<file path="config.mk">
export PLATFORM = sky130hd
export DESIGN_NAME = eis_irq_status
export DESIGN_NICKNAME = d
export VERILOG_FILES = /design/src/inc/eis_pkg.sv /design/src/design/eis_irq_status.sv /design/src/design/eis_sticky_bank.sv /design/src/design/eis_phy_irq.sv
export VERILOG_INCLUDE_DIRS = /design/src /design/src/inc
export SDC_FILE = /design/constraint.sdc
export NUM_CORES = 1
export LEC_CHECK = 0
export BUFFER_PORTS_ARGS = -buffer_cell sky130_fd_sc_hd__buf_2
export CAP_MARGIN = 20
export CORE_MARGIN = 2
export CORE_UTILIZATION = 45
export DETAILED_ROUTE_END_ITERATION = 8
export GPL_ROUTABILITY_DRIVEN = 0
export PLACE_DENSITY = 0.79
export SETUP_SLACK_MARGIN = 0.1
export SYNTH_ARGS = -nofsm -noshare
export SYNTH_HDL_FRONTEND = slang
export SYNTH_SLANG_ARGS = --single-unit
export TNS_END_PERCENT = 10
</file>
<file path="constraint.sdc">
create_clock -name mclk_in -period 4.7 [get_ports mclk_in]
set_input_delay 0.705 -clock mclk_in [delete_from_list [all_inputs] [get_ports mclk_in]]
set_output_delay 0.705 -clock mclk_in [all_outputs]
set_load 0.005 [all_outputs]
</file>
<file path="src/inc/eis_defines.svh">
// Offsets, field positions, masks and reset values of the interrupt/status block
`ifndef EIS_DEFINES_SVH
`define EIS_DEFINES_SVH

// Control register offsets on the command port
`define EIS_ADDR_ETHERNET_STATUS      5'h10
`define EIS_ADDR_EIE        5'h11
`define EIS_ADDR_EIR        5'h12
// PHY register offsets on the PHY access port
`define EIS_ADDR_PHY_IRQ_ENABLE       5'h02
`define EIS_ADDR_PHY_IRQ_FLAGS       5'h03

// Status register fields
`define EIS_ST_PEND         7
`define EIS_ST_BUFERR       6
`define EIS_ST_LATE_COLLISION_ERROR      4
`define EIS_ST_RECEIVE_BUSY       2
`define EIS_ST_TXABORT      1
`define EIS_ST_CLOCK_READY       0
`define EIS_ST_CLR_MASK     8'h52

// Enable and flag fields (same positions in both registers)
`define EIS_IE_GLOBAL       7
`define EIS_IF_PKT          6
`define EIS_IF_DMA          5
`define EIS_IF_LINK         4
`define EIS_IF_TX           3
`define EIS_IF_TXERR        1
`define EIS_IF_RXERR        0
`define EIS_EIE_WR_MASK     8'hfb
`define EIS_EIR_CLR_MASK    8'h2b
`define EIS_EIR_SRC_MASK    7'h7b

// PHY interrupt fields
`define EIS_PH_LINK         4
`define EIS_PH_GLOBAL       1
`define EIS_PH_GFLAG        2
`define EIS_PHY_IRQ_ENABLE_WR_MASK    16'h0012

// Reset values and limits
`define EIS_REG8_RST        8'h00
`define EIS_REG16_RST       16'h0000
`define EIS_PKT_MAX         8'hff
`define EIS_PKT_ZERO        8'h00

`endif

</file>
<file path="src/inc/eis_pkg.sv">
// Types shared by the interrupt/status block
package eis_pkg;

  typedef enum logic [1:0] {
    EIS_OP_READ  = 2'b00,
    EIS_OP_WRITE = 2'b01,
    EIS_OP_BFS   = 2'b10,
    EIS_OP_BFC   = 2'b11
  } eis_op_e;

  typedef struct packed {
    logic buf_err;
    logic late_col;
    logic tx_abort;
    logic dma_done;
    logic tx_end;
    logic tx_err;
    logic rx_no_space;
    logic rx_pkt_done;
    logic link_change;
  } eis_events_s;

  typedef struct packed {
    logic       valid;
    eis_op_e    op;
    logic [4:0] addr;
    logic [7:0] wdata;
  } eis_cmd_s;

  typedef struct packed {
    logic        valid;
    logic        write;
    logic [4:0]  addr;
    logic [15:0] wdata;
  } eis_phy_cmd_s;

endpackage

</file>
<file path="src/design/eis_irq_status.sv">
// Interrupt and status logic of the Ethernet controller
//
// Functional notes
// - Status bit 7 shows any enabled flag set.
// - Buffer overrun or underrun sets status bit 6, host clearable.
// - Collision after 64 transmitted bytes sets status bit 4, host clearable.
// - Status bit 2 follows receive busy.
// - Aborted transmit sets status bit 1, host clearable.
// - Clock ready bit 0 sets when start-up timer done and PHY ready.
// - Clock ready cleared only by power-on reset.
// - Global enable zero keeps interrupt pin high.
// - Per-source enables at bits 6,5,4,3,1,0; bit 2 stays zero.
// - Packet pending flag high while count nonzero; cleared by decrement.
// - DMA completion sets DMA flag, host clearable.
// - Link flag read-only, cleared by reading PHY request register.
// - Transmit end sets transmit flag, host clearable.
// - Transmit error sets transmit error flag, host clearable.
// - No space or count 255 discards packet, sets receive error flag.
// - Receive error flag holds until host clear or reset.
// - Receive error drives pin when its enable and global enable set.
// - PHY enable register: link enable bit 4, global bit 1.
// - PHY link flag bit 4 set on change, cleared on read.
// - PHY global flag bit 2 for enabled events, cleared on read.
// - Pin stays low until causing flags cleared or masked.
// - Link flag mirrors PHY global flag only with both PHY enables.
`timescale 1ns/1ps
`include "eis_defines.svh"
module eis_irq_status
  import eis_pkg::*;
(
  input  wire logic        mclk_in,
  input  wire logic        rst_in,
  input  wire logic        sys_rst_in,
  input  eis_cmd_s         cmd_in,
  output logic      [7:0]  rd_data_out,
  output logic             rd_valid_out,
  input  eis_phy_cmd_s     phy_cmd_in,
  output logic      [15:0] phy_rdata_out,
  output logic             phy_rvalid_out,
  input  eis_events_s      events_in,
  input  wire logic        rx_busy_in,
  input  wire logic        ost_done_in,
  input  wire logic        phy_ready_in,
  input  wire logic        pkt_dec_in,
  output logic      [7:0]  pkt_count_out,
  output logic             rx_discard_out,
  output logic             int_n_out
);

  // Clear mask from a host access, for clearable bits only
  function automatic logic [7:0] clr_mask(input eis_op_e op,
                                          input logic [7:0] wdata,
                                          input logic [7:0] cmask);
    logic [7:0] m;
    m = 8'h00;
    unique case (op)
      EIS_OP_WRITE: m = ~wdata;
      EIS_OP_BFC:   m = wdata;
      EIS_OP_READ:  m = 8'h00;
      EIS_OP_BFS:   m = 8'h00;
    endcase
    return m & cmask;
  endfunction

  // Address hit for a given register
  function automatic logic hit(input eis_cmd_s c, input logic [4:0] a);
    return c.valid && (c.addr == a);
  endfunction

  logic        st_sel;
  logic        ie_sel;
  logic        if_sel;
  logic        phy_irq_enable_wr;
  logic        phy_irq_flags_rd;
  logic [7:0]  st_set;
  logic [7:0]  st_clr;
  logic [7:0]  st_flags;
  logic [7:0]  if_set;
  logic [7:0]  if_clr;
  logic [7:0]  if_flags;
  logic [7:0]  eie_r;
  logic [7:0]  eie_nxt;
  logic [7:0]  pkt_cnt_r;
  logic [7:0]  pkt_cnt_nxt;
  logic        pkt_flag_r;
  logic        rx_busy_r;
  logic        clk_rdy_r;
  logic        rx_overflow;
  logic        pkt_full;
  logic [15:0] phy_irq_enable;
  logic        phy_link_change_flag;
  logic        phy_global_irq_flag;
  logic        link_flag;
  logic [7:0]  eir_view;
  logic [7:0]  ethernet_status_view;
  logic        pending;
  logic        pend_r;

  assign st_sel  = hit(cmd_in, `EIS_ADDR_ETHERNET_STATUS);
  assign ie_sel  = hit(cmd_in, `EIS_ADDR_EIE);
  assign if_sel  = hit(cmd_in, `EIS_ADDR_EIR);
  assign phy_irq_enable_wr = phy_cmd_in.valid && phy_cmd_in.write
                   && (phy_cmd_in.addr == `EIS_ADDR_PHY_IRQ_ENABLE);
  assign phy_irq_flags_rd = phy_cmd_in.valid && !phy_cmd_in.write
                   && (phy_cmd_in.addr == `EIS_ADDR_PHY_IRQ_FLAGS);

  // Status sticky sources
  always_comb begin
    st_set = 8'h00;
    st_set[`EIS_ST_BUFERR]  = events_in.buf_err;
    st_set[`EIS_ST_LATE_COLLISION_ERROR] = events_in.late_col;
    st_set[`EIS_ST_TXABORT] = events_in.tx_abort;
  end

  assign st_clr = st_sel ? clr_mask(cmd_in.op, cmd_in.wdata, `EIS_ST_CLR_MASK) : 8'h00;

  eis_sticky_bank u_status_flags (
    .mclk_in    (mclk_in),
    .rst_in     (rst_in),
    .sys_clr_in (sys_rst_in),
    .set_in     (st_set),
    .clr_in     (st_clr),
    .flags_out  (st_flags)
  );

  // Packet counter and receive overflow
  assign pkt_full = (pkt_cnt_r == `EIS_PKT_MAX);
  assign rx_overflow = events_in.rx_no_space || (events_in.rx_pkt_done && pkt_full);

  always_comb begin
    pkt_cnt_nxt = pkt_cnt_r;
    if (events_in.rx_pkt_done && !pkt_full && !(pkt_dec_in && pkt_cnt_r != `EIS_PKT_ZERO)) begin
      pkt_cnt_nxt = pkt_cnt_r + 8'h01;
    end else if (pkt_dec_in && pkt_cnt_r != `EIS_PKT_ZERO
                 && !(events_in.rx_pkt_done && !pkt_full)) begin
      pkt_cnt_nxt = pkt_cnt_r - 8'h01;
    end
  end

  always_ff @(posedge mclk_in or posedge rst_in) begin
    if (rst_in) begin
      pkt_cnt_r <= `EIS_PKT_ZERO;
    end else if (sys_rst_in) begin
      pkt_cnt_r <= `EIS_PKT_ZERO;
    end else begin
      pkt_cnt_r <= pkt_cnt_nxt;
    end
  end

  always_ff @(posedge mclk_in or posedge rst_in) begin
    if (rst_in) begin
      pkt_count_out <= `EIS_PKT_ZERO;
    end else if (sys_rst_in) begin
      pkt_count_out <= `EIS_PKT_ZERO;
    end else begin
      pkt_count_out <= pkt_cnt_nxt;
    end
  end

  always_ff @(posedge mclk_in or posedge rst_in) begin
    if (rst_in) begin
      pkt_flag_r <= 1'b0;
    end else if (sys_rst_in) begin
      pkt_flag_r <= 1'b0;
    end else begin
      pkt_flag_r <= (pkt_cnt_nxt != `EIS_PKT_ZERO);
    end
  end

  always_ff @(posedge mclk_in or posedge rst_in) begin
    if (rst_in) begin
      rx_discard_out <= 1'b0;
    end else if (sys_rst_in) begin
      rx_discard_out <= 1'b0;
    end else begin
      rx_discard_out <= rx_overflow;
    end
  end

  // Flag sticky sources
  always_comb begin
    if_set = 8'h00;
    if_set[`EIS_IF_DMA]   = events_in.dma_done;
    if_set[`EIS_IF_TX]    = events_in.tx_end || events_in.tx_err;
    if_set[`EIS_IF_TXERR] = events_in.tx_err;
    if_set[`EIS_IF_RXERR] = rx_overflow;
  end

  assign if_clr = if_sel ? clr_mask(cmd_in.op, cmd_in.wdata, `EIS_EIR_CLR_MASK) : 8'h00;

  eis_sticky_bank u_irq_flags (
    .mclk_in    (mclk_in),
    .rst_in     (rst_in),
    .sys_clr_in (sys_rst_in),
    .set_in     (if_set),
    .clr_in     (if_clr),
    .flags_out  (if_flags)
  );

  // Enable register
  always_comb begin
    eie_nxt = eie_r;
    if (ie_sel) begin
      unique case (cmd_in.op)
        EIS_OP_WRITE: eie_nxt = cmd_in.wdata;
        EIS_OP_BFS:   eie_nxt = eie_r | cmd_in.wdata;
        EIS_OP_BFC:   eie_nxt = eie_r & ~cmd_in.wdata;
        EIS_OP_READ:  eie_nxt = eie_r;
      endcase
    end
  end

  always_ff @(posedge mclk_in or posedge rst_in) begin
    if (rst_in) begin
      eie_r <= `EIS_REG8_RST;
    end else if (sys_rst_in) begin
      eie_r <= `EIS_REG8_RST;
    end else begin
      eie_r <= eie_nxt & `EIS_EIE_WR_MASK;
    end
  end

  always_ff @(posedge mclk_in or posedge rst_in) begin
    if (rst_in) begin
      rx_busy_r <= 1'b0;
    end else if (sys_rst_in) begin
      rx_busy_r <= 1'b0;
    end else begin
      rx_busy_r <= rx_busy_in;
    end
  end

  always_ff @(posedge mclk_in or posedge rst_in) begin
    if (rst_in) begin
      clk_rdy_r <= 1'b0;
    end else if (ost_done_in && phy_ready_in) begin
      clk_rdy_r <= 1'b1;
    end
  end

  // PHY interrupt registers
  eis_phy_irq u_phy_irq (
    .mclk_in       (mclk_in),
    .rst_in        (rst_in),
    .sys_clr_in    (sys_rst_in),
    .wr_en_in      (phy_irq_enable_wr),
    .wdata_in      (phy_cmd_in.wdata),
    .rd_clr_in     (phy_irq_flags_rd),
    .link_event_in (events_in.link_change),
    .phy_irq_enable_out      (phy_irq_enable),
    .phy_link_change_flag_out    (phy_link_change_flag),
    .phy_global_irq_flag_out      (phy_global_irq_flag)
  );

  // link flag shadows PHY global flag
  assign link_flag = phy_global_irq_flag && phy_irq_enable[`EIS_PH_LINK] && phy_irq_enable[`EIS_PH_GLOBAL];

  always_comb begin
    eir_view = if_flags;
    eir_view[`EIS_IF_PKT]  = pkt_flag_r;
    eir_view[`EIS_IF_LINK] = link_flag;
    eir_view[7]            = 1'b0;
    eir_view[2]            = 1'b0;
  end

  assign pending = |(eir_view[6:0] & eie_r[6:0] & `EIS_EIR_SRC_MASK);

  always_ff @(posedge mclk_in or posedge rst_in) begin
    if (rst_in) begin
      pend_r <= 1'b0;
    end else if (sys_rst_in) begin
      pend_r <= 1'b0;
    end else begin
      pend_r <= pending;
    end
  end

  always_ff @(posedge mclk_in or posedge rst_in) begin
    if (rst_in) begin
      int_n_out <= 1'b1;
    end else if (sys_rst_in) begin
      int_n_out <= 1'b1;
    end else begin
      int_n_out <= !(pending && eie_r[`EIS_IE_GLOBAL]);
    end
  end

  always_comb begin
    ethernet_status_view = 8'h00;
    ethernet_status_view[`EIS_ST_PEND]    = pend_r;
    ethernet_status_view[`EIS_ST_BUFERR]  = st_flags[`EIS_ST_BUFERR];
    ethernet_status_view[`EIS_ST_LATE_COLLISION_ERROR] = st_flags[`EIS_ST_LATE_COLLISION_ERROR];
    ethernet_status_view[`EIS_ST_RECEIVE_BUSY]  = rx_busy_r;
    ethernet_status_view[`EIS_ST_TXABORT] = st_flags[`EIS_ST_TXABORT];
    ethernet_status_view[`EIS_ST_CLOCK_READY]  = clk_rdy_r;
  end

  // Control register readback
  always_ff @(posedge mclk_in or posedge rst_in) begin
    if (rst_in) begin
      rd_data_out <= `EIS_REG8_RST;
    end else if (cmd_in.valid && cmd_in.op == EIS_OP_READ) begin
      if (st_sel) begin
        rd_data_out <= ethernet_status_view;
      end else if (ie_sel) begin
        rd_data_out <= eie_r;
      end else if (if_sel) begin
        rd_data_out <= eir_view;
      end else begin
        rd_data_out <= `EIS_REG8_RST;
      end
    end
  end

  always_ff @(posedge mclk_in or posedge rst_in) begin
    if (rst_in) begin
      rd_valid_out <= 1'b0;
    end else begin
      rd_valid_out <= cmd_in.valid && cmd_in.op == EIS_OP_READ;
    end
  end

  always_ff @(posedge mclk_in or posedge rst_in) begin
    if (rst_in) begin
      phy_rdata_out <= `EIS_REG16_RST;
    end else if (phy_cmd_in.valid && !phy_cmd_in.write) begin
      if (phy_cmd_in.addr == `EIS_ADDR_PHY_IRQ_ENABLE) begin
        phy_rdata_out <= phy_irq_enable;
      end else if (phy_irq_flags_rd) begin
        phy_rdata_out <= {11'h000, phy_link_change_flag, 1'b0, phy_global_irq_flag, 2'h0};
      end else begin
        phy_rdata_out <= `EIS_REG16_RST;
      end
    end
  end

  always_ff @(posedge mclk_in or posedge rst_in) begin
    if (rst_in) begin
      phy_rvalid_out <= 1'b0;
    end else begin
      phy_rvalid_out <= phy_cmd_in.valid && !phy_cmd_in.write;
    end
  end

endmodule

</file>
<file path="src/design/eis_sticky_bank.sv">
// Eight sticky flags, set wins over clear
`timescale 1ns/1ps
`include "eis_defines.svh"
module eis_sticky_bank
  import eis_pkg::*;
(
  input  wire logic       mclk_in,
  input  wire logic       rst_in,
  input  wire logic       sys_clr_in,
  input  wire logic [7:0] set_in,
  input  wire logic [7:0] clr_in,
  output logic      [7:0] flags_out
);

  genvar i;
  generate
    for (i = 0; i < 8; i++) begin : g_bit
      always_ff @(posedge mclk_in or posedge rst_in) begin
        if (rst_in) begin
          flags_out[i] <= 1'b0;
        end else if (sys_clr_in) begin
          flags_out[i] <= 1'b0;
        end else if (set_in[i]) begin
          flags_out[i] <= 1'b1;
        end else if (clr_in[i]) begin
          flags_out[i] <= 1'b0;
        end
      end
    end
  endgenerate

endmodule

</file>
<file path="src/design/eis_phy_irq.sv">
// PHY interrupt enable and self-clearing request flags
`timescale 1ns/1ps
`include "eis_defines.svh"
module eis_phy_irq
  import eis_pkg::*;
(
  input  wire logic        mclk_in,
  input  wire logic        rst_in,
  input  wire logic        sys_clr_in,
  input  wire logic        wr_en_in,
  input  wire logic [15:0] wdata_in,
  input  wire logic        rd_clr_in,
  input  wire logic        link_event_in,
  output logic      [15:0] phy_irq_enable_out,
  output logic             phy_link_change_flag_out,
  output logic             phy_global_irq_flag_out
);

  always_ff @(posedge mclk_in or posedge rst_in) begin
    if (rst_in) begin
      phy_irq_enable_out <= `EIS_REG16_RST;
    end else if (sys_clr_in) begin
      phy_irq_enable_out <= `EIS_REG16_RST;
    end else if (wr_en_in) begin
      phy_irq_enable_out <= wdata_in & `EIS_PHY_IRQ_ENABLE_WR_MASK;
    end
  end

  always_ff @(posedge mclk_in or posedge rst_in) begin
    if (rst_in) begin
      phy_link_change_flag_out <= 1'b0;
    end else if (sys_clr_in) begin
      phy_link_change_flag_out <= 1'b0;
    end else if (link_event_in) begin
      phy_link_change_flag_out <= 1'b1;
    end else if (rd_clr_in) begin
      phy_link_change_flag_out <= 1'b0;
    end
  end

  always_ff @(posedge mclk_in or posedge rst_in) begin
    if (rst_in) begin
      phy_global_irq_flag_out <= 1'b0;
    end else if (sys_clr_in) begin
      phy_global_irq_flag_out <= 1'b0;
    end else if (link_event_in && phy_irq_enable_out[`EIS_PH_LINK]) begin
      phy_global_irq_flag_out <= 1'b1;
    end else if (rd_clr_in) begin
      phy_global_irq_flag_out <= 1'b0;
    end
  end

endmodule

</file>
Yosys cells after proc, flatten, opt, wreduce, memory -nomap -nowiden
Cells that the tools add are included.
{"block": "word_totals", "ff_bits": 73, "in_bits": 55, "output_inout_bits": 36, "word_cells": 128}
{"block": "classes", "n_addsub": 2, "n_eq_ne": 10, "muxes": 47, "bitwise": 4, "reduce_logical": 42}
{"operator": "$mux W8", "count": 7}
{"operator": "$mux W16", "count": 3}
{"operator": "$pmux W8 S4", "count": 1}
{"operator": "$mux W1", "count": 31}
{"operator": "$reduce_bool A3 Y1", "count": 9}
{"operator": "$pmux W7 S3", "count": 1}
{"operator": "$logic_and A1 B1 Y1", "count": 18}
{"operator": "$reduce_bool A8 Y1", "count": 2}
{"operator": "$eq A5 B5 Y1 const B", "count": 3}
{"operator": "$mux W7", "count": 2}
{"operator": "$eq A5 B2 Y1 const B", "count": 2}
{"operator": "$add A8 B1 Y8 const B", "count": 1}
{"operator": "$and A8 B8 Y8", "count": 1}
{"operator": "$eq A8 B8 Y1 const B", "count": 1}
{"operator": "$not A8 Y8", "count": 1}
{"operator": "$or A8 B8 Y8", "count": 1}
{"operator": "$sub A8 B1 Y8 const B", "count": 1}
{"operator": "$and A7 B7 Y7", "count": 1}
{"operator": "$mux W6", "count": 1}
{"operator": "$reduce_or A6 Y1", "count": 1}
{"operator": "$logic_not A1 Y1", "count": 5}
{"operator": "$mux W5", "count": 1}
{"operator": "$eq A2 B2 Y1 const B", "count": 2}
{"operator": "$reduce_bool A2 Y1", "count": 2}
{"operator": "6 further kinds", "count": 7}

Depth between registers and ports, before layout
Gate-level depths: netlist of run 1.
{"block": "logic_depth", "word_depth": 9, "ltp_mapped": 8, "mapped_depth_nobuf": 8}

Modules after synthesis
From an unflattened synthesis of run 1, not the netlist that was laid out.
{"block": "hier_totals", "cells_unflattened": 366, "area_unflattened_um2": 3666.0}
{"module": "eis_irq_status", "n_inst": 1, "cells_per_inst": 268, "area_each_um2": 2544.9, "seq_area_each_um2": 1177.4}
{"module": "eis_sticky_bank", "n_inst": 2, "cells_per_inst": 34, "area_each_um2": 425.4, "seq_area_each_um2": 200.2}
{"module": "eis_phy_irq", "n_inst": 1, "cells_per_inst": 30, "area_each_um2": 270.3, "seq_area_each_um2": 100.1}

Worst setup path after synthesis of run 1
Ideal clock, no wire load.
{"block": "synth_path", "path_kind": "register to register", "start": "register, netlist name pkt_count_out[0]", "end": "register pkt_flag_r", "setup_ps": 145, "arrival_ps": 2166, "required_ps": 4555, "path_slack_ps": 2389, "stages_incl_launch_ff": 9, "n_path_buf": 0, "period_less_slack_ps": 2311, "cell_sequence": "dfrtp_1 -> inv_1 -> ha_1 -> or3b_2 -> o2111ai_4 -> o21ai_2 -> o32a_1 -> a211oi_2 -> a41oi_1"}
{"item": "to (signal assigned)", "line": "eis_irq_status.sv:166", "rtl": "pkt_flag_r <= (pkt_cnt_nxt != `EIS_PKT_ZERO);"}
{"item": "to (decl)", "line": "eis_irq_status.sv:85", "rtl": "logic pkt_flag_r;"}

==> results of run 1 <==
cells in the mapped netlist, drive strengths merged (2+ instances only):
master	n	area, sq um
nand3	7	35.0
nand2b	2	12.5
and2	4	25.0
a41oi	2	17.5
dfrtp	44	1100
o21ai	24	135
a31oi	2	12.5
nand4	7	43.8
and3	3	18.8
mux2i	8	80.1
a211oi	3	27.5
buf	15	114
nor3b	2	15.0
nor3	7	35.0
ha	3	37.5
a21oi	22	110
nor2b	16	100
inv	10	37.5
nor4	2	12.5
xor2	4	35.0
nor2	27	101
nand2	30	113
a22oi	5	37.5
o21a	3	22.5
clkbuf	10	37.5
xnor2	5	43.8
metrics by stage:
| stage | total power, W | util (%) | setup slack [ns] | instances |
|---|---|---|---|---|
| floorplan | 0.000790 | - | 2.39 | 300 |
| global placement | 0.000870 | 52.3 | 2.22 | 410 |
| detailed placement | 0.000882 | 52.3 | 2.18 | 410 |
| CTS | 0.00113 | 54.0 | 2.18 | 418 |
| global route | 0.00119 | 54.0 | 2.00 | 418 |
| finish | 0.00112 | 54.0 | 2.20 | 418 |
kinds of logic (layout without fill, tap and decap cells):
| group | count (synthesis) | count (layout) | share of synthesized area [%] |
|---|---|---|---|
| flip-flops | 45 | 45 | 43.7 |
| AO/OA/AOI/OAI | 70 | 70 | 17.9 |
| multiplexers | 8 | 8 | 3.11 |
| XOR/XNOR | 9 | 9 | 3.06 |
| buffers and inverters | 35 | 81 | 7.33 |
| AND/OR/NAND/NOR | 117 | 117 | 23.3 |
| adder cells (fa/ha/maj) | 3 | 3 | 1.46 |
| other | 1 | 13 | 0.145 |
area by class of cell:
cell class	instances	share of cell area (%)
well taps	72	3.03
clock inverters	2	0.463
flip-flops and latches	45	37.9
inverters	10	1.26
multi-input cells	220	43.9
repair buffers	63	10.7
clock buffers	6	2.78
metal layers:
| metal | track usage, % | vias to the layer above | wire [microns] |
|---|---|---|---|
| met4 | 5.52 | 0 | 75 |
| met5 | 0 | - | 0 |
| met3 | 2.94 | 7 | 286 |
| met1 | 24.7 | 1053 | 2580 |
| met2 | 28.8 | 59 | 2630 |
| li1 | - | 1097 | - |
flip-flops by register name, summed over array words and instances (netlist names):
| register | cells |
|---|---|
| rd_data_out | 8 |
| u_phy_irq.phy_global_irq_flag_out | 1 |
| pkt_count_out | 8 |
| u_status_flags.flags_out | 3 |
| rx_discard_out | 1 |
| u_phy_irq.phy_link_change_flag_out | 1 |
| clk_rdy_r | 1 |
| u_irq_flags.flags_out | 4 |
| eie_r | 7 |
| pend_r | 1 |
| rd_valid_out | 1 |
| rx_busy_r | 1 |
| phy_rdata_out | 3 |
| int_n_out | 1 |
| u_phy_irq.phy_irq_enable_out | 2 |
| pkt_flag_r | 1 |
| phy_rvalid_out | 1 |
cell usage in the layout (no fill, tap or decap), drive strengths merged, types with 2 or more instances in the layout:
master  instances
buf            63
dfrtp          44
nand2          30
nor2           27
o21ai          24
a21oi          22
nor2b          16
conb           13
inv             9
mux2i           8
nor3            7
nand3           7
nand4           7
clkbuf          6
xnor2           5
a22oi           5
xor2            4
and2            4
and3            3
o21a            3
ha              3
a211oi          3
clkinv          3
nand2b          2
nor3b           2
nor4            2
a41oi           2
a31oi           2
power by group through the flow:
stage / clock [W] / combinational, W / sequential, W
floorplan: 0 / 0.000333 / 0.000457
global placement: 0 / 0.000381 / 0.000489
detailed placement: 0 / 0.000392 / 0.000490
CTS: 0.000250 / 0.000393 / 0.000482
global route: 0.000268 / 0.000437 / 0.000489
finish: 0.000246 / 0.000391 / 0.000483
worst max path at each step:
stage	endpoint	start	slack [ns]
floorplan	pkt_flag_r	pkt_count_out[0]	2.39
global placement	pkt_flag_r	pkt_count_out[0]	2.22
detailed placement	pkt_flag_r	pkt_count_out[0]	2.18
CTS	pkt_flag_r	pkt_count_out[0]	2.18
global route	pkt_flag_r	pkt_count_out[0]	2.00
finish	pkt_flag_r	pkt_count_out[0]	2.20
critical path: cells and delay by family (launching register included):
kind,cells,cell delay (ns)
DFF,1,0.46
and+or+nand+nor,1,0.52
buffers and inverters,1,0.18
adders and majority gates,1,0.21
AOI/OAI and AO/OA,5,1.01
==> flow_metrics.py, run 1 <==
metrics = {
    "sta": {
        "fmax_ghz": 0.400,
        "rsz0062_at_grt": "false",
        "final-hold-violation-count": 0,
        "setup_tns_ns": 0,
        "tightestPinTransition_ns": 0.618,
        "relSlewSlack_pct": 58.5,
        "setup_violations": 0,
        "finalCritPeriodShare_pct": 53.2,
        "min_period_ns": 2.50,
        "whs_ns": 0.244,
        "slew_violations": 0,
        "skew_ns": 0.0105,
    },
    "synthesis": {
        "synth_edf_count": 0,
        "synth_cell_types": 53,
        "syn_area_sq_um": 2580,
        "ys_ff_latch": 45,
        "synthFlopType": "dfrtp_1",
        "seq_area_frac_synth_pct": 43.7,
        "synth_cells": 288,
        "async_flop_share_pct": 100,
        "avgSynthCellArea_sq_um": 8.95,
        "yosysWarnings": 0,
    },
    "clocking": {
        "cts_tree": "done",
        "cts_resized": 0,
        "clockBufferDepth": 2,
        "clk_root_buffer_cell": "clkbuf_8",
        "cts.sinks": 45,
        "clk_pin_slew_ns": 0.08,
        "htreeDepth": 2,
        "hold_buffers": 0,
        "post-cts-setup-buffer-count": 0,
        "clkLatencyLatePin_ns": 0.29,
        "numCtsBuffers": 5,
    },
    "layout": {
        "antenna_cells": 0,
        "multi_input_area_sq_um": 1310,
        "nNetsFinal": 403,
        "fillerInstances": 516,
        "syn2layout_area_growth_pct": 15.4,
        "drive_gt1_share_pct": 23.4,
        "stdcell_area_sq_um": 2980,
        "register_area_sq_um": 1130,
    },
    "detailed_routing": {
        "viasPerCell": 5.30,
        "dr_total_vias": 2216,
        "wirelength_microns": 5570,
        "detail_route.iter0.violations": 193,
        "route.detailed.drc": 0,
        "avgRoutedWirePerCell_microns": 13.3,
        "detail-route-antenna-nets": 0,
        "first_pass_iters": 4,
    },
    "placed_design": {
        "io_buffers": 62,
        "place_hpwl_microns": 4320,
        "place_area_sq_um": 2880,
    },
    "status": {
        "status": "finished, final reports clean",
    },
    "global_routing": {
        "grt_max_degree": 44,
        "grt_first_pass_wirelength_microns": 8980,
        "first_global_vias": 1945,
        "antenna_found_initial": 0,
        "grt_use_total_pct": 17.9,
        "grt_overflow": 0,
    },
    "worst_setup_path": {
        "required_ns": 4.85,
        "rrSetupSlack_ns": 2.20,
        "slowest_delay_ns": 0.52,
        "crit_type": "reg -> reg",
        "crit_slowest_cell": "or3b_2",
        "path_cells": "inv_1 -> ha_1 -> or3b_2 -> o2111ai_4 -> o21ai_2 -> o32a_1 -> a211oi_2 -> a41oi_1",
        "rr_worst_depth": 8,
        "r2r_start": "pkt_count_out[0]",
        "end_kind": "flop",
        "critPathLaunchType": "flop",
        "crit_fanout": 7,
        "critPathArrivalTime_ns": 2.65,
        "r2r_end": "pkt_flag_r",
    },
    "floorplan": {
        "die_h_microns": 79.7,
        "design.core.area_sq_um": 5510,
        "initial_core_util_pct": 46.8,
        "die_x_microns": 79.7,
        "num_rows": 27,
        "die_area_sq_um": 6350,
        "io_pins": 91,
    },
    "power": {
        "switchingPower_w": 0.000409,
        "power_frac_comb_pct": 34.9,
        "pwr-share-seq_pct": 43.1,
        "p_leak_nw": 1.39,
        "vdd_drop_max_mv": 0.165,
        "netSwitchingFraction_pct": 36.5,
        "intPower_w": 0.000712,
        "clockPowerShare_pct": 22.0,
        "power_density_nw_per_um2": 377,
    },
    "flow_run": {
        "maxCapViolations": 0,
    },
    "min_path": {
        "worstHoldPathType": "in -> async",
    },
}
Power figures use the tool's default switching activity.
==> run 2: changes to the inputs <==
ABC_AREA = 1   (was default)
PLACE_DENSITY = 0.81   (was 0.79)
clock period = 2.12 ns   (was 4.7 ns; I/O delays follow)
==> flow_metrics.py, run 2 <==
metrics = {
    "detailed_routing": {
        "avgRoutedWirePerCell_microns": 12.8,
        "dr_total_vias": 2605,
        "detail-route-antenna-nets": 0,
        "route.detailed.drc": 0,
        "first_pass_iters": 4,
        "viasPerCell": 5.16,
        "detail_route.iter0.violations": 162,
        "wirelength_microns": 6470,
    },
    "synthesis": {
        "synth_cells": 364,
        "seq_area_frac_synth_pct": 41.6,
        "avgSynthCellArea_sq_um": 7.44,
        "synth.largest_area_cell": "dfrtp_1",
        "synth_common_cells": "94 x nand2_1, 44 x dfrtp_1, 42 x inv_1, 31 x nor2_1, 27 x nand3_1",
        "yosysMostFrequentCell": "nand2_1",
        "yosysWarnings": 0,
        "synth_edf_count": 0,
        "synth_cell_types": 34,
        "ys_top_cells_by_area": "dfrtp_1 41%, nand2_1 13%, inv_1 5.8%, nand3_1 5.0%, a21oi_1 4.6%",
        "synth_top_area_share_pct": 40.6,
        "synthFlopType": "dfrtp_1",
        "async_flop_share_pct": 100,
        "syn_area_sq_um": 2710,
        "ys_ff_latch": 45,
    },
    "global_routing": {
        "grt_overflow": 0,
        "grt_first_pass_wirelength_microns": 10200,
        "grt_use_total_pct": 19.8,
        "first_global_vias": 2335,
        "antenna_found_initial": 0,
        "grt_max_degree": 46,
    },
    "sta": {
        "setup_tns_ns": 0,
        "slew_violations": 0,
        "skew_ns": 0.00613,
        "setup_violations": 0,
        "relSlewSlack_pct": 61.8,
        "tightestPinTransition_ns": 0.573,
        "finalCritPeriodShare_pct": 88.1,
        "min_period_ns": 1.87,
        "fmax_ghz": 0.535,
        "rsz0062_at_grt": "false",
        "final-hold-violation-count": 0,
    },
    "floorplan": {
        "io_pins": 91,
        "die_x_microns": 81.6,
        "num_rows": 28,
        "design.core.area_sq_um": 5890,
        "initial_core_util_pct": 46.0,
        "die_area_sq_um": 6660,
        "die_h_microns": 81.6,
    },
    "clocking": {
        "clockBufferDepth": 2,
        "cts_tree": "done",
        "numCtsBuffers": 5,
        "clk_root_buffer_cell": "clkbuf_8",
        "hold_buffers": 0,
        "htreeDepth": 2,
        "clk_pin_slew_ns": 0.09,
        "cts.sinks": 45,
        "clkLatencyLatePin_ns": 0.30,
    },
    "placed_design": {
        "dpl.cell_count": 493,
        "io_buffers": 62,
        "place_hpwl_microns": 4790,
    },
    "worst_setup_path": {
        "required_ns": 2.30,
        "crit_type": "reg -> reg",
        "r2r_end": "pkt_flag_r",
        "r2r_start": "pkt_count_out[0]",
        "rr_worst_depth": 14,
        "crit_start": "pkt_count_out[0]",
        "end_kind": "flop",
        "critPathArrivalTime_ns": 2.04,
        "critPathLaunchType": "flop",
        "crit_fanout": 6,
        "rrSetupSlack_ns": 0.25,
    },
    "power": {
        "vdd_drop_max_mv": 0.498,
        "power_frac_comb_pct": 37.5,
        "switchingPower_w": 0.00102,
        "pwr-share-seq_pct": 38.9,
        "clockPowerShare_pct": 23.6,
        "p_leak_nw": 1.66,
        "netSwitchingFraction_pct": 37.7,
        "intPower_w": 0.00169,
        "power_density_nw_per_um2": 845,
    },
    "layout": {
        "nNetsFinal": 487,
        "final_cell_mix": "91 x nand2_1, 62 x buf_2, 40 x inv_1, 40 x dfrtp_1, 31 x nor2_1",
        "antenna_cells": 0,
        "fillerInstances": 550,
        "largestRegisters": "pkt_count_out: 8 flops, rd_data_out: 8 flops, eie_r: 7 flops",
        "syn2layout_area_growth_pct": 18.3,
        "mostFrequentLayoutCell": "nand2_1",
        "final_cell_count_no_fill": 505,
        "drive_gt1_share_pct": 24.2,
    },
    "min_path": {
        "worstHoldPathType": "in -> async",
    },
    "flow_run": {
        "maxCapViolations": 0,
    },
    "status": {
        "status": "finished, final reports clean",
    },
}
run 2: repair_timing:
action / in CTS / in global routing
resized for setup: 0 / 12
buffers inserted: 0 / 4
setup endpoints to repair: 0 / 1
run 2: critical path, cell delays in order, from the launching register on:
cell     delay, ns
dfrtp_2       0.46
ha_4          0.17
nand2_2       0.08
nor2_4        0.19
nand2_2       0.10
nand2_4       0.12
nand2_4       0.08
nand2_4       0.07
inv_2         0.03
nand2_1       0.07
nand2_1       0.06
nor2_1        0.11
nand2_1       0.06
nor2_1        0.10
nor2_1        0.04
run 2: cell type report:
class | instances | area [sq um] | share of cell area, %
Tap cell | 75 | 93.8 | 2.93
Multi-Input combinational cell | 265 | 1350 | 42.2
Inverter | 45 | 171 | 5.35
Sequential cell | 45 | 1130 | 35.3
Clock inverter | 2 | 35.0 | 1.09
Timing Repair Buffer | 67 | 348 | 10.9
Clock buffer | 6 | 72.6 | 2.26
run 2: layer usage:
metal	share of wire, %	GRT usage [%]
met5	0	0
met4	2.4	9.50
met3	8.1	3.74
met2	48	34.0
met1	41	24.0
run 2: power by group through the flow:
stage / combinational, W / clock, W / sequential, W
2_1_floorplan: 0.000779 / 0 / 0.00101
3_3_place_gp: 0.000929 / 0 / 0.00105
3_5_place_dp: 0.000960 / 0 / 0.00106
4_1_cts: 0.000965 / 0.000655 / 0.00104
5_1_grt: 0.00115 / 0.000704 / 0.00106
6_report: 0.00101 / 0.000640 / 0.00105
run 2: cells by family after synthesis:
kind of cell	after synthesis	synth area share [%]
AO/OA/AOI/OAI	66	14.4
XOR/XNOR	4	1.29
adder cells (fa/ha/maj)	3	1.39
buffers and inverters	66	11.2
flip-flops	45	41.6
other	1	0.138
AND/OR/NAND/NOR	179	30.0
run 2: through the flow:
| stage | utilization (%) | power (W) | hold slack (ns) | instance area, sq um | setup WS (ns) |
|---|---|---|---|---|---|
| after floorplan | - | 0.00179 | 0.397 | 2750 | 0.387 |
| after global placement | 51.5 | 0.00198 | 0.442 | 3030 | 0.212 |
| after global routing | 54.4 | 0.00292 | 0.194 | 3200 | 0.104 |
| after detailed placement | 51.5 | 0.00202 | 0.452 | 3030 | 0.160 |
| final | 54.4 | 0.00271 | 0.144 | 3200 | 0.251 |
| after CTS | 53.3 | 0.00266 | 0.160 | 3140 | 0.136 |
run 2: worst max-delay path by stage:
| stage | slack (ns) | endpoint | depth (start not counted) |
|---|---|---|---|
| after floorplan | 0.39 | pkt_flag_r | 13 |
| after global placement | 0.21 | pkt_flag_r | 13 |
| after detailed placement | 0.16 | pkt_flag_r | 14 |
| after CTS | 0.14 | pkt_flag_r | 14 |
| after global routing | 0.10 | pkt_flag_r | 14 |
| final | 0.25 | pkt_flag_r | 14 |
==> run 3: changes to the inputs <==
REMOVE_ABC_BUFFERS = 1   (was default)
==> flow_metrics.py, run 3 (same netlist as run 2, synthesis figures left out) <==
metrics = {
    "sta": {
        "skew_ns": 0.00742,
        "setup_violations": 0,
        "rsz0062_at_grt": "false",
        "min_period_ns": 1.86,
        "setup_tns_ns": 0,
        "tightestPinTransition_ns": 0.553,
        "relSlewSlack_pct": 63.2,
        "slew_violations": 0,
        "final-hold-violation-count": 0,
        "fmax_ghz": 0.537,
        "finalCritPeriodShare_pct": 87.8,
    },
    "clocking": {
        "clk_root_buffer_cell": "clkbuf_8",
        "clkLatencyLatePin_ns": 0.30,
        "htreeDepth": 2,
        "numCtsBuffers": 5,
        "clk_pin_slew_ns": 0.08,
        "hold_buffers": 0,
        "cts_tree": "done",
        "clockBufferDepth": 2,
        "cts.sinks": 45,
    },
    "worst_setup_path": {
        "critPathLaunchType": "flop",
        "critPathArrivalTime_ns": 2.05,
        "required_ns": 2.30,
        "crit_slowest_cell": "dfrtp_1",
        "path_delay_family": "simple AND/OR/NAND/NOR gates",
        "rr_worst_depth": 12,
        "r2r_start": "pkt_count_out[0]",
        "critPathBufInv": 0,
        "end_kind": "flop",
        "crit_fanout": 5,
        "rrSetupSlack_ns": 0.26,
        "crit_type": "reg -> reg",
        "crit_cells": 12,
        "path_cells": "ha_2 -> nand2_2 -> nor2_4 -> nand2_2 -> nand2_4 -> nand3_1 -> nand3_1 -> nand2_1 -> nor2_2 -> nand2_1 -> nor2_1 -> nor2_1",
        "slowest_delay_ns": 0.43,
        "r2r_end": "pkt_flag_r",
    },
    "global_routing": {
        "antenna_found_initial": 0,
        "grt_max_degree": 46,
        "grt_use_total_pct": 19.7,
        "grt_busiest_layer": "met2",
        "grt_overflow": 0,
        "grt_first_pass_wirelength_microns": 10300,
        "grt_use_met3_pct": 4.18,
        "gr-usage-met2_pct": 35.4,
        "use_met1_pct": 23.4,
        "first_global_vias": 2376,
    },
    "layout": {
        "final_cell_count_no_fill": 508,
        "antenna_cells": 0,
        "largestRegisters": "pkt_count_out: 8 flops, rd_data_out: 8 flops, eie_r: 7 flops",
        "nNetsFinal": 490,
        "syn2layout_area_growth_pct": 19.1,
        "stdcell_area_sq_um": 3230,
        "mostFrequentLayoutCell": "nand2_1",
        "fin_util_pct": 54.8,
        "drive_gt1_share_pct": 24.0,
        "final_cell_mix": "92 x nand2_1, 62 x buf_2, 42 x dfrtp_1",
    },
    "floorplan": {
        "num_rows": 28,
        "initial_core_util_pct": 46.0,
        "die_area_sq_um": 6660,
        "io_pins": 91,
        "die_x_microns": 81.6,
        "die_h_microns": 81.6,
        "design.core.area_sq_um": 5890,
    },
    "detailed_routing": {
        "avgRoutedWirePerCell_microns": 12.2,
        "dr_total_vias": 2624,
        "first_pass_iters": 4,
        "wirelength_microns": 6190,
        "detail_route.iter0.violations": 212,
        "route.detailed.drc": 0,
        "viasPerCell": 5.17,
        "detail-route-antenna-nets": 0,
    },
    "placed_design": {
        "io_buffers": 62,
        "dpl.cell_count": 495,
        "place_hpwl_microns": 4600,
        "place_area_sq_um": 3050,
    },
    "power": {
        "power_density_nw_per_um2": 849,
        "power_w": 0.00274,
        "p_leak_nw": 1.67,
        "vdd_drop_max_mv": 0.674,
    },
    "status": {
        "status": "finished, final reports clean",
    },
    "flow_run": {
        "maxCapViolations": 0,
    },
    "min_path": {
        "worstHoldPathType": "in -> async",
    },
}
## run 3: timing repair
action                     in CTS  in global routing
resized for setup               0                  7
setup buffers                   0                  5
setup endpoints to repair       0                  1
## run 3: metal layers
layer / vias to the layer above / share of wire, %
met1: 1211 / 42
met5: - / 0
met2: 112 / 49
met3: 13 / 7.7
met4: 0 / 1.5
li1: 1288 / -
## run 3: stage by stage
| stage | worst slack [ns] | hold slack, ns |
|---|---|---|
| 4_1_cts | 0.177 | 0.163 |
| 6_report | 0.259 | 0.141 |
| 2_1_floorplan | 0.403 | 0.381 |
| 5_1_grt | 0.0831 | 0.199 |
| 3_3_place_gp | 0.213 | 0.432 |
| 3_5_place_dp | 0.201 | 0.429 |
## run 3: worst reg2reg max path, stage by stage (launching register included)
cell and delay (ns):
dfrtp_1 0.43, ha_2 0.22, nand2_2 0.08, nor2_4 0.18, nand2_2 0.10, nand2_4 0.11, nand3_1 0.12, nand3_1 0.13
nand2_1 0.07, nor2_2 0.09, nand2_1 0.08, nor2_1 0.10, nor2_1 0.04
## run 3: cell type report
class | instances | area (sq um)
clock buffer | 6 | 82.6
clock inverter | 2 | 37.5
fill | 566 | 2660
inverter | 45 | 169
multi-input combinational | 265 | 1340
sequential | 45 | 1130
tap | 75 | 93.8
timing repair buffer | 70 | 370
## run 3: worst max-delay path by stage
stage	start	slack, ns	endpoint
CTS	pkt_count_out[0]	0.18	pkt_flag_r
global route	pkt_count_out[6]	0.08	pkt_flag_r
global placement	pkt_count_out[1]	0.21	pkt_flag_r
finish	pkt_count_out[0]	0.26	pkt_flag_r
detailed placement	pkt_count_out[0]	0.20	pkt_flag_r
floorplan	pkt_count_out[0]	0.40	pkt_flag_r
## run 3: report_power, final
part / total (W) / leakage (nW) / switching [W] / internal (W)
clock network: 0.000667 / 0.0574 / 0.000284 / 0.000383
logic: 0.00102 / 1.03 / 0.000610 / 0.000411
registers: 0.00105 / 0.592 / 0.000119 / 0.000932
